`config.mk`:
```
export PLATFORM = sky130hd
export DESIGN_NAME = optical_module_control_status
export DESIGN_NICKNAME = d
export VERILOG_FILES = /design/src/optical_pkg.sv /design/src/optical_module_control_status.sv
export SDC_FILE = /design/constraint.sdc
export NUM_CORES = 1
export LEC_CHECK = 0
export ABC_AREA = 0
export BUFFER_PORTS_ARGS = -buffer_cell sky130_fd_sc_hd__buf_2
export CAP_MARGIN = 20
export CORE_ASPECT_RATIO = 0.9
export CORE_MARGIN = 10
export CORE_UTILIZATION = 43
export CTS_CLUSTER_SIZE = 28
export DETAILED_ROUTE_END_ITERATION = 10
export SYNTH_ARGS = -nofsm -noshare
export SYNTH_HDL_FRONTEND = slang
export SYNTH_SLANG_ARGS = --single-unit
```
`constraint.sdc`:
```
create_clock -name sys_clk -period 18.9 [get_ports sys_clk]
set_clock_uncertainty 0.15 [all_clocks]
set_input_delay 2.835 -clock sys_clk [delete_from_list [all_inputs] [get_ports sys_clk]]
set_output_delay 2.835 -clock sys_clk [all_outputs]
set_load 0.01 [all_outputs]
```
`src/optical_pkg.sv`:
```
package optical_pkg;
  // timing, figures as printed, derived at the 200 MHz sys_clk
  localparam int CLK_MHZ = 200;
  localparam int T_ON_MS = 1;
  localparam int T_OFF_US = 10;
  localparam int T_INIT_MS = 300;
  localparam int T_FAULT_US = 100;
  localparam int T_RESET_US = 10;
  localparam int T_LOS_US = 100;
  localparam int F_SCL_MAX_KHZ = 400;
  localparam int ON_CYCLES = T_ON_MS * 1000 * CLK_MHZ;
  localparam int OFF_CYCLES = T_OFF_US * CLK_MHZ;
  localparam int INIT_CYCLES = T_INIT_MS * 1000 * CLK_MHZ;
  localparam int FAULT_CYCLES = T_FAULT_US * CLK_MHZ;
  localparam int RESET_CYCLES = (T_RESET_US * CLK_MHZ + 0);
  localparam int LOS_CYCLES = T_LOS_US * CLK_MHZ;
  localparam int SCL_HALF_CYCLES = (CLK_MHZ * 1000) / (2 * F_SCL_MAX_KHZ);
  localparam logic [11:0] RESET_COUNT = 12'(RESET_CYCLES);
  // two-wire map
  localparam logic [6:0] ID_DEV_ADDR = 7'h50;
  localparam logic [6:0] DIAG_DEV_ADDR = 7'h51;
  localparam logic [7:0] ID_TYPE_ADDR = 8'h00;
  localparam logic [7:0] CAL_ADDR = 8'h5c;
  localparam int CAL_INT_BIT = 5;
  localparam int CAL_EXT_BIT = 4;
  localparam logic [7:0] DIAG_BASE = 8'h60;
  localparam int DIAG_BYTES = 10;
  localparam logic [7:0] STATUS_ADDR = 8'h6e;
  localparam int ST_TXDIS_BIT = 7;
  localparam int ST_SOFTDIS_BIT = 6;
  localparam int ST_FAULT_BIT = 2;
  localparam int ST_LOS_BIT = 1;
  localparam int ST_NOTRDY_BIT = 0;
  localparam logic [3:0] BYTE_BITS = 4'h8;
  typedef enum logic [2:0] {
    TW_IDLE, TW_ADDR, TW_ACK_ADDR, TW_WRITE, TW_ACK_WRITE, TW_READ, TW_ACK_READ
  } twi_state_t;
endpackage

```
`src/optical_module_control_status.sv`:
```
`timescale 1ns/1ps
// Notes on behaviour
// RL1: once the laser disable request is released the laser output returns within 1 ms.
// RL2: once the laser disable request is raised the laser output stops within 10 us.
// RL3: after reset, initialisation ends and the fault indication is cleared within 300 ms.
// RL4: a laser fault raises the fault indication within 100 us; disable held 10 us clears it.
// RL5: the fault pin is pulled low in normal operation and released high on a fault.
// RL6: the signal-lost pin follows loss of signal, both ways, within 100 us.
// RL7: the laser runs only while the disable input is low; high or floating disables it.
// RL8: the serial clock from the host stays at or below 400 kHz.
// RL9: the presence pin is held at ground.
// RL10: one pin is the serial clock and one the serial data line for reading the module.
// RL11: temperature, supply, bias, transmit and receive power are monitored and readable.
// RL12: identification sits at serial address 50h and diagnostics at 51h in the usual layout.
module optical_module_control_status #(
  parameter int INIT_CYCLES = optical_pkg::INIT_CYCLES,
  parameter logic [7:0] ID_TYPE = 8'h5a // arbitrary value
) (
  // clock and reset
  input wire logic sys_clk,
  input wire logic srst,
  // host pins
  input wire logic tx_disable_pin,
  output logic tx_fault_out,
  output logic tx_fault_oe,
  output logic receive_signal_lost_out,
  output logic receive_signal_lost_oe,
  output logic presence_out,
  output logic presence_oe,
  // two-wire serial pins
  input wire logic scl_in,
  input wire logic sda_in,
  output logic sda_out,
  output logic sda_oe,
  // optics side
  input wire logic laser_fault_in,
  input wire logic rx_signal_absent_in,
  output logic laser_on,
  // monitors and calibration mode
  input wire logic cal_external,
  input wire logic [15:0] diag_temp,
  input wire logic [15:0] diag_vcc,
  input wire logic [15:0] diag_bias,
  input wire logic [15:0] diag_tx_power,
  input wire logic [15:0] diag_rx_power
);
  logic [1:0] dis_sync, flt_sync, los_sync, scl_sync, sda_sync;
  logic scl_d, sda_d;
  logic init_done, tx_fault, receive_signal_lost, soft_disable;
  logic [31:0] init_cnt;
  logic [11:0] disable_cnt;
  logic [7:0] diag_mem [0:optical_pkg::DIAG_BYTES-1];
  optical_pkg::twi_state_t state;
  logic [3:0] bitcnt;
  logic [7:0] shift, ptr;
  logic page, rw, first_byte, nacked;

  always_ff @(posedge sys_clk) begin
    dis_sync <= {dis_sync[0], tx_disable_pin};
    flt_sync <= {flt_sync[0], laser_fault_in};
    los_sync <= {los_sync[0], rx_signal_absent_in};
    scl_sync <= {scl_sync[0], scl_in}; // RL8
    sda_sync <= {sda_sync[0], sda_in};
    scl_d <= scl_sync[1];
    sda_d <= sda_sync[1];
  end

  wire tx_disable_s = dis_sync[1];
  wire laser_fault_s = flt_sync[1];
  wire rx_lost_s = los_sync[1];
  wire scl_s = scl_sync[1];
  wire sda_s = sda_sync[1];
  wire scl_rise = scl_s & ~scl_d;
  wire scl_fall = ~scl_s & scl_d;
  wire twi_start = scl_s & scl_d & sda_d & ~sda_s;
  wire twi_stop = scl_s & scl_d & ~sda_d & sda_s;
  wire disable_held = (disable_cnt == optical_pkg::RESET_COUNT);
  // a fault always forces the laser dark until a held disable, or the end of init, clears it
  wire disable_req = tx_disable_s | soft_disable | ~init_done | tx_fault;
  wire [7:0] rx_byte = {shift[6:0], sda_s};
  // address match taken from the completed byte held in shift
  wire addr_hit_q = (shift[7:1] == optical_pkg::ID_DEV_ADDR) |
                    (shift[7:1] == optical_pkg::DIAG_DEV_ADDR);
  wire [79:0] diag_all = {diag_temp, diag_vcc, diag_bias, diag_tx_power, diag_rx_power};
  wire [7:0] status_byte = {tx_disable_s, soft_disable, 3'h0, tx_fault,
                            receive_signal_lost, ~init_done};
  wire [7:0] cal_byte = 8'(cal_external) << optical_pkg::CAL_EXT_BIT |
                        8'(~cal_external) << optical_pkg::CAL_INT_BIT;

  // byte seen by the host at the pointer of the selected page
  function automatic logic [7:0] mem_byte(input logic pg, input logic [7:0] a);
    logic [7:0] b;
    b = 8'h00;
    if (!pg) begin
      if (a == optical_pkg::ID_TYPE_ADDR) b = ID_TYPE;
      else if (a == optical_pkg::CAL_ADDR) b = cal_byte;
    end else if (a - optical_pkg::DIAG_BASE < 8'(optical_pkg::DIAG_BYTES)) begin
      b = diag_mem[4'(a - optical_pkg::DIAG_BASE)];
    end else if (a == optical_pkg::STATUS_ADDR) begin
      b = status_byte;
    end
    return b;
  endfunction

  always_ff @(posedge sys_clk) begin
    if (srst) begin
      init_cnt <= 32'h0000_0000;
      init_done <= 1'b0;
    end else if (!init_done) begin
      init_cnt <= init_cnt + 32'h0000_0001;
      init_done <= (init_cnt == 32'(INIT_CYCLES - 1)); // RL3
    end
  end

  always_ff @(posedge sys_clk) begin
    if (srst) begin
      disable_cnt <= 12'h000;
    end else if (!tx_disable_s) begin
      disable_cnt <= 12'h000;
    end else if (!disable_held) begin
      disable_cnt <= disable_cnt + 12'h001; // RL4
    end
  end

  // fault set wins over the disable-held clear
  always_ff @(posedge sys_clk) begin
    if (srst) tx_fault <= 1'b1;
    else if (laser_fault_s) tx_fault <= 1'b1; // RL4
    // fault held through init, a long disable cannot clear it early
    else if ((disable_held && init_done) ||
             (init_cnt == 32'(INIT_CYCLES - 1) && !init_done)) begin
      tx_fault <= 1'b0; // RL3 RL4
    end
  end

  always_ff @(posedge sys_clk) begin
    if (srst) begin
      laser_on <= 1'b0;
      receive_signal_lost <= 1'b0;
    end else begin
      laser_on <= ~disable_req; // RL1 RL2 RL7
      receive_signal_lost <= rx_lost_s; // RL6
    end
  end

  // open-collector pins: pull low for logic 0, release for logic 1
  assign tx_fault_out = 1'b0;
  assign tx_fault_oe = ~tx_fault; // RL5
  assign receive_signal_lost_out = 1'b0;
  assign receive_signal_lost_oe = ~receive_signal_lost; // RL6
  assign presence_out = 1'b0;
  assign presence_oe = 1'b1; // RL9
  assign sda_out = 1'b0;
  assign sda_oe = (state == optical_pkg::TW_ACK_ADDR) |
                  (state == optical_pkg::TW_ACK_WRITE) |
                  ((state == optical_pkg::TW_READ) & ~shift[7]); // RL10

  // monitors frozen at each start so multi-byte values read coherently
  always_ff @(posedge sys_clk) begin
    if (twi_start) begin
      for (int i = 0; i < optical_pkg::DIAG_BYTES; i++) begin
        diag_mem[i] <= diag_all[79 - 8 * i -: 8]; // RL11
      end
    end
  end

  // two-wire slave, sampled on the synchronised scl; needs scl well below sys_clk
  always_ff @(posedge sys_clk) begin
    if (srst) begin
      state <= optical_pkg::TW_IDLE;
      bitcnt <= 4'h0;
      shift <= 8'h00;
      ptr <= 8'h00;
      page <= 1'b0;
      rw <= 1'b0;
      first_byte <= 1'b0;
      nacked <= 1'b0;
      soft_disable <= 1'b0;
    end else if (twi_start) begin
      state <= optical_pkg::TW_ADDR;
      bitcnt <= 4'h0;
    end else if (twi_stop) begin
      state <= optical_pkg::TW_IDLE;
    end else begin
      unique case (state)
        optical_pkg::TW_IDLE: begin
        end
        optical_pkg::TW_ADDR, optical_pkg::TW_WRITE: begin
          if (scl_rise) begin
            shift <= rx_byte;
            bitcnt <= bitcnt + 4'h1;
          end else if (scl_fall && bitcnt == optical_pkg::BYTE_BITS) begin
            if (state == optical_pkg::TW_ADDR) begin
              page <= shift[1];
              rw <= shift[0];
              first_byte <= 1'b1;
              state <= addr_hit_q ? optical_pkg::TW_ACK_ADDR : optical_pkg::TW_IDLE; // RL12
            end else begin
              state <= optical_pkg::TW_ACK_WRITE;
              first_byte <= 1'b0;
              if (first_byte) begin
                ptr <= shift;
              end else begin
                if (page && ptr == optical_pkg::STATUS_ADDR) begin
                  soft_disable <= shift[optical_pkg::ST_SOFTDIS_BIT];
                end
                ptr <= ptr + 8'h01;
              end
            end
          end
        end
        optical_pkg::TW_ACK_ADDR, optical_pkg::TW_ACK_WRITE: begin
          if (scl_fall) begin
            bitcnt <= 4'h0;
            if (state == optical_pkg::TW_ACK_ADDR && rw) begin
              state <= optical_pkg::TW_READ;
              shift <= mem_byte(page, ptr); // RL10 RL12
            end else begin
              state <= optical_pkg::TW_WRITE;
            end
          end
        end
        optical_pkg::TW_READ: begin
          if (scl_rise) begin
            bitcnt <= bitcnt + 4'h1;
          end else if (scl_fall) begin
            if (bitcnt == optical_pkg::BYTE_BITS) begin
              state <= optical_pkg::TW_ACK_READ;
              ptr <= ptr + 8'h01;
            end else begin
              shift <= {shift[6:0], 1'b0};
            end
          end
        end
        optical_pkg::TW_ACK_READ: begin
          if (scl_rise) begin
            nacked <= sda_s;
          end else if (scl_fall) begin
            bitcnt <= 4'h0;
            state <= nacked ? optical_pkg::TW_IDLE : optical_pkg::TW_READ;
            shift <= mem_byte(page, ptr);
          end
        end
      endcase
    end
  end

  // whole frozen snapshot, so every monitor word is watched
  wire [79:0] snap_all = {diag_mem[0], diag_mem[1], diag_mem[2], diag_mem[3], diag_mem[4],
                          diag_mem[5], diag_mem[6], diag_mem[7], diag_mem[8], diag_mem[9]};
endmodule // optical_module_control_status

```
; Word level (Yosys, flattened, before mapping)
; Memories as Yosys holds them, arrays and structs flattened.
; Cells that the tools add are included.
[classes]
n_reduce_logical = 28
n_bitwise = 31
n_eq_ne = 34
n_addsub = 5
n_mux = 45
magnitude_cmp = 1
[ops]
columns = cell, n
row1 = $mux 8, 20
row2 = $mux 3, 11
row3 = $add 32x1->32 const B, 1
row4 = $eq 32x26->1 const B, 1
row5 = $pmux 8 s4, 1
row6 = $ne 4x4->1 const B, 7
row7 = $reduce_and 9->1, 3
row8 = $ne 2x2->1 const B, 11
row9 = $eq 8x7->1 const B, 2
row10 = $pmux 8 s2, 1
row11 = $not 1->1, 15
row12 = $eq 7x7->1 const B, 2
row13 = $add 12x1->12 const B, 1
row14 = $eq 12x11->1 const B, 1
row15 = $mux 4, 3
row16 = $pmux 3 s4, 1
row17 = $pmux 4 s3, 1
row18 = $reduce_and 11->1, 1
row19 = $reduce_or 2->1, 5
row20 = $eq 3x3->1 const B, 3
row21 = $add 8x1->8 const B, 1
row22 = $and 1x1->1, 8
row23 = $logic_not 8->1, 1
row24 = $lt 8x4->1 const B, 1
row25 = other kinds (24), 42
[word_totals]
memories = 1
output_inout_bits = 9
ramBits = 80
input_bits = 88
regBits = 88
[mem_list]
columns = name, depth, word_bits, rd, rd_ports_with_merged_regs, wr, line
row1 = diag_mem, 10, 8, 1, 0, 10, optical_module_control_status.sv:52  ; logic [7:0] diag_mem [0:optical_pkg::DIAG_BYTES-1];

; Logic depth before layout (Yosys ltp)
; Gate-level depths: netlist of the first run.
[logic_depth]
depth_word = 9
ltp_mapped = 10

; Least setup slack after synthesis of the first run
; OpenSTA, ideal clock, no wires.
[synth_timing]
path_type = reg-to-reg
startpoint = register scl_sync[1]
endpoint = register bitcnt[2]
setup_slack_ps = 11405
required_time_ps = 18624
stages_incl_launch_ff = 6
t_arrival_ps = 7219
path_buffers = 1
period_less_slack_ps = 7495
setup_ps = 126
cell_sequence = dfxtp_1 -> buf_2 -> nand2_1 -> nor3b_1 -> or2_2 -> nor3_1
[synth_via]
word_cells_on_any_way = 16
cone_classes = eq/ne (2) / mux (3) / bitwise (9) / reduce/logical (2)
[synth_lines]
columns = element, line
row1 = "start, declared", optical_module_control_status.sv:47  ; logic [1:0] dis_sync, flt_sync, los_sync, scl_sync, sda_sync;
row2 = "start signal, assigned", optical_module_control_status.sv:62  ; scl_sync <= {scl_sync[0], scl_in};
row3 = $and 1x1->1 (3 in series), optical_module_control_status.sv:75  ; wire twi_start = scl_s & scl_d & sda_d & ~sda_s;
row4 = net twi_start, optical_module_control_status.sv:75
row5 = $reduce_or 2->1 (no line), -
row6 = "end signal, assigned", optical_module_control_status.sv:191  ; bitcnt <= bitcnt + 4'h1;
row7 = "end signal, assigned", optical_module_control_status.sv:225  ; bitcnt <= bitcnt + 4'h1;
row8 = "end, declared", optical_module_control_status.sv:54  ; logic [3:0] bitcnt;
; The timed path passes the listed nets, and every way through them passes these cells. The select of a mux whose other input is x is not followed.
; A chain may end at the register's enable or synchronous reset.

; Worst setup path in the final report of the first run
[layout_timing]
startpoint = register state[0]
endpoint = output sda_oe
[layout_via]
elab_chain_len = 3
word_cells_on_any_way = 6
cone_classes = eq/ne (3) / bitwise (3)
[layout_lines]
columns = element, line
row1 = "start, declared", optical_module_control_status.sv:53  ; optical_pkg::twi_state_t state;
row2 = "start signal, assigned", optical_module_control_status.sv:170  ; state <= optical_pkg::TW_IDLE;
row3 = "start signal, assigned", optical_module_control_status.sv:180  ; state <= optical_pkg::TW_ADDR;
row4 = "start signal, assigned", optical_module_control_status.sv:183  ; state <= optical_pkg::TW_IDLE;
row5 = $eq 3x2->1 (tied with other cells), optical_module_control_status.sv:154  ; assign sda_oe = (state == optical_pkg::TW_ACK_ADDR) |
row6 = $or 1x1->1 or $and 1x1->1 (tied branches), "optical_module_control_status.sv:154, optical_module_control_status.sv:156"
row7 = $or 1x1->1 *, optical_module_control_status.sv:155  ; (state == optical_pkg::TW_ACK_WRITE) |
row8 = "end, declared", optical_module_control_status.sv:34  ; output logic sda_oe,
; Every way passes the cells marked *; elsewhere a longest branch is shown, timed or not.

==> flow_summary.toml, run 1 <==
[placed_design]
place_ws_ns = 14.36
hpwl_mm = 11.8
port_buffers = 91
place_congestion = 0.851

[setup_path]
crit_path_end_kind = "primary output"
path_class = "flop to primary output"
crit_chain = "nand2_1, a22o_1, buf_2"
r2r_end = "shift[1]"
regToRegStartpoint = "ptr[1]"
reg2reg_slack_ns = 16.14
cp_max_fo = 22
crit_arrival_ns = 1.75
startpoint_type = "flop"
max_stage_delay_ns = 0.78
crit_slowest_cell = "dfxtp_1"
ff2ff_path_depth = 4
required_ns = 15.92

[drt]
drcViolationCount = 0
vias = 5329
drt_iter0_drc = 291
ant_nets = 0
dr.pass1.iters = 5
wl_per_cell_microns = 17.4
viasPerCell = 5.48
drt_wl_total_mm = 16.9

[sta]
tns_ns = 0
finalHoldViolCount = 0
finalCritPeriodShare = 0.251
setup_violations = 0
rsz0062_at_grt = "no"
postLayoutSetupSlackWorst_ns = 14.16
maxSlewViolCount = 0
maxClockFrequency_mhz = 211
fin_crit_ns = 4.74
timing.slew.headroom = 0.312
worstMarginPinSlew_ns = 1.03

[flow_run]
maxCapViolations = 0

[global_route]
grt_max_degree = 82
grt_pass1_vias = 5346
grtUsageTotal = 0.145
grt_pass1_wl_mm = 27.8
grt_overflow = 0
antenna_found_initial = 0

[die]
dieWidth_microns = 159
dieArea_sq_um = 23000
core_area_sq_um = 16900
io_pins = 97
rows = 45
die_y_microns = 145
start_util = 0.440

[power]
ir_worst_vdd_v = 0.0000561
cellLeakagePower_uw = 0.00312
p_per_area_nw_per_um2 = 86.8

[synth]
synth.avg_cell_area_sq_um = 11.6
synth_edf_count = 80
synth_seq_cells = 168
syn-cell-area_sq_um = 7460
synth_warnings = 0
netlist_instances = 644
ys_types = 67
seq_area_frac_synth = 0.558
synth_flop_cell = "dfxtp_1"
async_flop_share = 0

[finish]
utilization = 0.510
layout.nets = 821
syn2layout_area_growth_pct = 16.0
n_antenna_cell = 0
drive_gt1_frac = 0.210

[clocking]
clk_pin_slew_ns = 0.06
cts_tree = "yes"
clock-root-buffer = "clkbuf_16"
htreeDepth = 4
cts_buffer_depth = 2
cts_setup_buffers = 0
cts_resized = 0
clock_sinks = 168
postCtsHoldBufs = 0
cts_made_buffers = 17
clock_latency_ns = 0.42

[min_path]
hold_depth = 0
min_from = "dis_sync[0]"
hold-path-endpoint = "dis_sync[1]"
hold_path.class = "flop to flop"

[run_status]
outcome = "completed"
## flip-flops by register name, summed over array words and instances (netlist names), 2 cells and up
name	cells
init_cnt	32
diag_mem	80
state	3
dis_sync	2
los_sync	2
disable_cnt	12
sda_sync	2
scl_sync	2
bitcnt	4
ptr	8
flt_sync	2
shift	8
## synth_stat cells (6+ instances only)
master	n	share of area
edfxtp_1	80	0.32
ha_1	9	0.015
mux4_1	7	0.025
a211oi_1	6	0.0060
nor3b_1	7	0.0070
xor2_1	31	0.036
buf_4	6	0.0060
a31oi_1	15	0.013
inv_1	15	0.0076
nand2_1	26	0.013
a21oi_1	23	0.015
xnor2_1	8	0.0094
nor2b_1	8	0.0067
mux4_2	10	0.030
and3_1	17	0.014
o31ai_1	8	0.0081
nand4_1	17	0.014
dfxtp_1	88	0.24
mux2_2	6	0.0091
nor3_1	17	0.011
mux2i_1	14	0.019
buf_2	8	0.0054
nand3_1	19	0.013
or3_1	8	0.0067
clkbuf_1	22	0.011
nor2_1	69	0.035
o21ai_0	14	0.0094
## cells in the final DEF (no fill, tap or decap), types with 4 or more instances in the layout
cell type | Yosys | final
buf_2 | 8 | 91
dfxtp_1 | 88 | 88
edfxtp_1 | 80 | 80
nor2_1 | 69 | 69
xor2_1 | 31 | 31
nand2_1 | 26 | 26
a21oi_1 | 23 | 23
nand3_1 | 19 | 19
nor3_1 | 17 | 17
nand4_1 | 17 | 17
and3_1 | 17 | 17
clkbuf_16 | 0 | 17
inv_1 | 15 | 15
a31oi_1 | 15 | 15
o21ai_0 | 14 | 14
mux2i_1 | 14 | 14
mux4_2 | 10 | 10
ha_1 | 9 | 9
nor2b_1 | 8 | 8
xnor2_1 | 8 | 8
o31ai_1 | 8 | 8
or3_1 | 8 | 8
mux4_1 | 7 | 7
inv_6 | 0 | 7
mux2_2 | 6 | 6
a211oi_1 | 6 | 6
nor3b_1 | 7 | 6
buf_4 | 6 | 6
and4_1 | 5 | 5
o311ai_0 | 5 | 5
conb_1 | 2 | 5
nand2b_1 | 4 | 4
or4_1 | 4 | 4
## power breakdown
part	internal, uW	total (uW)	switching [uW]
Sequential	387	391	4.17
Clock	186	336	151
Combinational	10.7	22.7	12.0
Total	584	751	167
## critical path: cells and delay by family (launching register included)
kind,cells,cell delay (ns)
flops,1,0.78
buf+inv,1,0.14
simple gates,1,0.20
compound gates,1,0.22
## worst max-delay path by stage
stage	start	to	cells after the start
3_5_place_dp	srst	disable_cnt[6]	5
2_1_floorplan	scl_sync[1]	bitcnt[2]	5
4_1_cts	state[0]	sda_oe	3
3_3_place_gp	srst	disable_cnt[10]	5
5_1_grt	state[0]	sda_oe	3
6_report	state[0]	sda_oe	3
## cell families (layout without fill, tap and decap cells)
group,Yosys count,after routing,share of synthesized area
compound gates,114,114,0.106
xor+xnor,39,39,0.0458
fa+ha+maj,9,9,0.0151
buf+inv,54,144,0.0326
flops,168,168,0.558
mux,37,37,0.0827
other cells,2,5,0.00101
simple gates,221,221,0.158
## metrics by stage
stage | power (uW) | cells | hold slack, ns | instance area, sq um
detailed placement | 422 | 940 | 0.164 | 8080
finish | 751 | 972 | 0.177 | 8650
CTS | 759 | 972 | 0.179 | 8650
global route | 777 | 972 | 0.186 | 8650
floorplan | 410 | 647 | 0.160 | 7470
global placement | 421 | 940 | 0.166 | 8080
## layer usage
layer / track usage / share of wire / vias to the layer above
met4: 0.0523 / 0.012 / 0
met2: 0.213 / 0.45 / 144
met3: 0.0457 / 0.066 / 13
met5: 0 / 0 / -
met1: 0.197 / 0.47 / 2597
li1: - / - / 2575
## final cells by class
| type | count | area (sq um) |
|---|---|---|
| fillers | 1526 | 8300 |
| clock inverters | 13 | 133 |
| inverters | 15 | 56.3 |
| multi-input cells | 425 | 3070 |
| well taps | 235 | 294 |
| clock buffers | 19 | 433 |
| flip-flops and latches | 168 | 4160 |
| repair buffers | 97 | 500 |
Note: power is estimated with default switching activity, not from simulation.
==> run 2: changes to the inputs <==
- ABC_AREA: 0 -> 1
- clock period: 18.9 -> 4.6 ns (I/O delays scaled with it)
==> run 2 against run 1 <==
  * Via count rose by 19%
  * Power rose to 5.3 times the previous value
  * Largest power group unchanged
  * Critical endpoint is now shift[6]
  * Non-clock buffer count fell by 2
  * Sequential power rose to 4.4 times the previous value
==> flow_summary.toml, run 2 <==
[placed_design]
port_buffers = 91
placed_area_sq_um = 8450
place_congestion = 0.903
hpwl_mm = 13.6

[finish]
final_cell_mix = "nand2_1 (248), inv_1 (98), buf_2 (91)"
largest_register = "diag_mem"
largest_reg_flops = 80
utilization = 0.510
layout.nets = 1128
n_antenna_cell = 0
drive_gt1_frac = 0.145
final_cell_area_sq_um = 9040
final_common_cell = "nand2_1"
syn2layout_area_growth_pct = 15.6
largest_registers = "diag_mem (80), init_cnt (32), disable_cnt (12)"

[clocking]
clock-root-buffer = "clkbuf_16"
cts_tree = "yes"
cts_buffer_depth = 2
clock_sinks = 168
htreeDepth = 4
clock_latency_ns = 0.43
cts_setup_buffers = 0
clk_pin_slew_ns = 0.07
cts_resized = 0
cts_made_buffers = 17
postCtsHoldBufs = 0

[synth]
netlist_instances = 949
ys_types = 47
synth_most_common_cell = "nand2_1"
synth_area_leaders = "edfxtp_1 (31%), dfxtp_1 (23%), nand2_1 (12%)"
seq_area_frac_synth = 0.532
async_flop_share = 0
synth_fa_ha_area_frac = 0.0144
yosysTopAreaCell = "edfxtp_1"
synth_top_family_by_area = "simple AND/OR/NAND/NOR gates"
synth_flop_cell = "dfxtp_1"
synthXorXnorAreaFrac = 0.0157
synth_seq_cells = 168
synth_top_area_share = 0.307
synth_edf_count = 80
synth_compound_area_frac = 0.0931
synth_warnings = 0
syn-cell-area_sq_um = 7830
synthSimpleGateAreaFrac = 0.272
synthMuxAreaShare = 0
synth.avg_cell_area_sq_um = 8.25
synth_commonest_cells = "nand2_1 (248), inv_1 (98), dfxtp_1 (88)"

[sta]
rsz0062_at_grt = "no"
setup_violations = 0
maxClockFrequency_mhz = 362
maxSlewViolCount = 0
timing.slew.headroom = 0.293
finalCritPeriodShare = 0.601
tns_ns = 0
fin_crit_ns = 2.76
worstMarginPinSlew_ns = 1.06
finalHoldViolCount = 0

[drt]
drt_wl_total_mm = 18.8
viasPerCell = 4.92
ant_nets = 0
drcViolationCount = 0
vias = 6320
dr.pass1.iters = 5
wl_per_cell_microns = 14.6
drt_iter0_drc = 452

[flow_run]
maxCapViolations = 0

[global_route]
grt_overflow = 0
grt_max_degree = 85
grt_pass1_wl_mm = 30.8
antenna_found_initial = 0
grtUsageTotal = 0.159
grt_pass1_vias = 6072

[die]
die_y_microns = 148
start_util = 0.441
io_pins = 97
rows = 46
core_area_sq_um = 17700
dieWidth_microns = 162
dieArea_sq_um = 24000

[setup_path]
required_ns = 4.77
max_stage_delay_ns = 0.78
path_class = "flop to flop"
crit_slowest_cell = "dfxtp_1"
crit_path_end_kind = "flop"
crit_arrival_ns = 2.93
critical-path-top-delay-family = "flip-flops"
startpoint_type = "flop"
crit_chain = "inv_1, ha_1, nand4_1, inv_1, o21ai_0, o21ai_0, nand2_1, a21oi_1"
cp_max_fo = 19
cp_num_buf_inv = 2

[run_status]
outcome = "completed"

[power]
p_per_area_nw_per_um2 = 444
ir_worst_vdd_v = 0.000277
cellLeakagePower_uw = 0.00358

[min_path]
hold_path.class = "flop to flop"
[run 2: cell types whose count changed after synthesis, sizes merged, moves of 15 or more]
cell / before / now
a21oi: 23 / 67
and3: 17 / 2
inv: 15 / 100
mux4: 17 / 0
nand2: 26 / 251
nand3: 19 / 79
nor2: 69 / 93
o21ai: 17 / 40
xor2: 31 / 10
[run 2: kinds of logic (layout without fill, tap and decap cells)]
kind of cell,after synthesis,count (layout)
AND/OR/NAND/NOR,487,487
flip-flops,168,168
buffers and inverters,137,229
AO/OA/AOI/OAI,132,132
XOR/XNOR,14,14
adder cells (fa/ha/maj),9,9
other,2,5
[run 2: final timing paths]
kind / slack (ns) / depth (start not counted) / startpoint / to
setup / recovery: 1.84 / 8 / ptr[1] / shift[6]
hold / removal: 0.18 / 0 / sda_sync[0] / sda_sync[1]
setup reg to reg: 1.84 / 8 / ptr[1] / shift[6]
hold reg to reg: 0.18 / 0 / sda_sync[0] / sda_sync[1]
[run 2: report_power, final]
part | total [uW] | switching, uW | internal, uW
Clock | 1420 | 686 | 735
Sequential | 1720 | 85.6 | 1640
Combinational | 867 | 583 | 283
[run 2: area by class of cell]
cell class / instances / area [sq um]
fillers: 1701 / 8680
flip-flops and latches: 168 / 4160
multi-input cells: 647 / 3120
repair buffers: 95 / 485
clock buffers: 17 / 425
inverters: 102 / 383
well taps: 240 / 300
clock inverters: 15 / 168
[run 2: worst reg2reg max path, delay by kind of cell, from the launching register on]
kind / cells / cell delay [ns]
adder cells (fa/ha/maj): 1 / 0.34
flip-flops: 1 / 0.78
buffers and inverters: 2 / 0.55
AND/OR/NAND/NOR: 2 / 0.20
AO/OA/AOI/OAI: 3 / 0.63
[run 2: per-stage QoR]
step           instances  worst slack [ns]  total power (uW)  hold slack [ns]
2_1_floorplan        952            0.0175              2400            0.160
3_3_place_gp        1252              1.93              2610            0.161
3_5_place_dp        1252              1.86              2610            0.169
4_1_cts             1284              1.88              4040            0.179
5_1_grt             1284              1.64              4240            0.181
6_report            1284              1.84              4010            0.176
[run 2: routing by layer]
metal	up-vias	GRT usage	part of all wire
met5	-	0	0
met4	0	0.0455	0.011
met3	16	0.0428	0.057
met2	158	0.235	0.44
met1	2836	0.222	0.49
li1	3310	-	-
==> run 3: changes to the inputs <==
- ABC_AREA: 1 -> 0
- clock period: 4.6 -> 2.76 ns (I/O delays scaled with it)
==> run 3 against run 2 <==
  * Utilization increased by 5.3 points
  * Power up 33%
  * Global-route usage shrank 0.45 points
  * Clock power is 70% higher
  * Final cell count fell by 18%
  * Largest power group unchanged
==> flow_summary.toml, run 3 (same netlist as run 1, synthesis figures left out) <==
[drt]
vias = 5705
drt_wl_total_mm = 18.2
ant_nets = 0
dr.pass1.iters = 5
drcViolationCount = 0
wl_per_cell_microns = 17.2
drt_iter0_drc = 403
viasPerCell = 5.40
met2RoutedLength_mm = 8.48
routed.top_layer = "met4"
wl_met3_mm = 1.15
met1_length_mm = 8.24

[sta]
finalHoldViolCount = 0
fin_crit_ns = 2.48
maxClockFrequency_mhz = 403
tns_ns = 0
worstMarginPinSlew_ns = 0.729
fin_hold_ws_ns = 0.0154
setup_violations = 0
finalCritPeriodShare = 0.899
timing.slew.headroom = 0.513
rsz0062_at_grt = "no"
maxSlewViolCount = 0

[clocking]
cts_buffer_depth = 2
clock_latency_ns = 0.43
cts_tree = "yes"
cts_setup_buffers = 0
htreeDepth = 4
cts_made_buffers = 17
clk_pin_slew_ns = 0.07
postCtsHoldBufs = 63
clock_sinks = 168
cts_resized = 0
clock-root-buffer = "clkbuf_16"

[placed_design]
placed_area_sq_um = 8270
port_buffers = 91
place_congestion = 0.870
hpwl_mm = 12.4

[finish]
utilization = 0.563
syn2layout_area_growth_pct = 28.0
layout.nets = 905
drive_gt1_frac = 0.216
largest_reg_flops = 80
final_cell_mix = "buf_2 (91), dfxtp_1 (86), edfxtp_1 (80)"
largest_register = "diag_mem"
final_common_cell = "buf_2"
final_cell_area_sq_um = 9540
largest_registers = "diag_mem (80), init_cnt (32), disable_cnt (12)"

[die]
io_pins = 97
rows = 45
die_y_microns = 145
dieWidth_microns = 159
core_area_sq_um = 16900
start_util = 0.440
dieArea_sq_um = 23000

[setup_path]
cp_max_fo = 17
required_ns = 2.90
ff2ff_path_depth = 6
crit_arrival_ns = 2.63
path_class = "flop to flop"
crit_path_end_kind = "flop"
startpoint_type = "flop"

[global_route]
grt_max_degree = 32
grt_pass1_vias = 5705
antenna_found_initial = 1
grt_overflow = 0
grt_pass1_wl_mm = 29.6
grtUsageTotal = 0.154

[min_path]
hold_depth = 1
hold_path.class = "input port to flop"

[flow_run]
maxCapViolations = 0

[power]
ir_worst_vdd_v = 0.000433
cellLeakagePower_uw = 0.00352
p_per_area_nw_per_um2 = 561
finalPower_uw = 5350

[run_status]
outcome = "completed"
[run 3: cell count changes in the layout (fill, tap and decap cells not counted), moves of 13 or more]
cell / delta
nand2_1: -223
inv_1: -83
dlygate4sd3_1: +66
nand3_1: -59
a21oi_1: -44
o21ai_0: -26
xor2_1: +21
buf_4: +17
nor2_1: -17
and3_1: +15
mux2i_1: +14
a31oi_1: +13
[run 3: power breakdown]
| group | leakage [uW] | switching (uW) | internal [uW] |
|---|---|---|---|
| Sequential | 0.00144 | 28.4 | 2650 |
| Combinational | 0.00179 | 104 | 142 |
| Clock | 0.000293 | 1050 | 1370 |
[run 3: worst paths after layout]
path,slack (ns),end,startpoint
worst max-delay path,0.28,shift[7],ptr[0]
worst min-delay path,0.02,diag_mem[5][5],diag_bias[5]
worst max register to register,0.28,shift[7],ptr[0]
worst min register to register,0.17,flt_sync[1],flt_sync[0]
[run 3: routing by layer]
| layer | GRT usage | up-vias |
|---|---|---|
| met4 | 0.0626 | 0 |
| met1 | 0.200 | 2748 |
| met5 | 0 | - |
| met3 | 0.0404 | 28 |
| met2 | 0.240 | 194 |
| li1 | - | 2735 |
[run 3: worst max-delay path, cell delays in order (launching register included)]
cell and delay [ns]:
dfxtp_1 0.55, buf_4 0.37, mux4_1 0.58, nor2b_1 0.14
a211oi_1 0.24, o211a_1 0.22, o32ai_1 0.10
[run 3: cell type report]
cell class / count / area [sq um]
diodes: 1 / 2.50
clock buffers: 17 / 425
clock inverters: 15 / 184
fillers: 1402 / 7410
inverters: 15 / 56.3
multi-input cells: 425 / 3080
flip-flops and latches: 168 / 4170
well taps: 235 / 294
repair buffers: 181 / 1330
[run 3: through the flow]
step,cells,worst slack (ns)
2_1_floorplan,647,-0.465
3_3_place_gp,958,0.337
3_5_place_dp,958,0.292
4_1_cts,1053,0.257
5_1_grt,1057,0.0876
6_report,1057,0.278
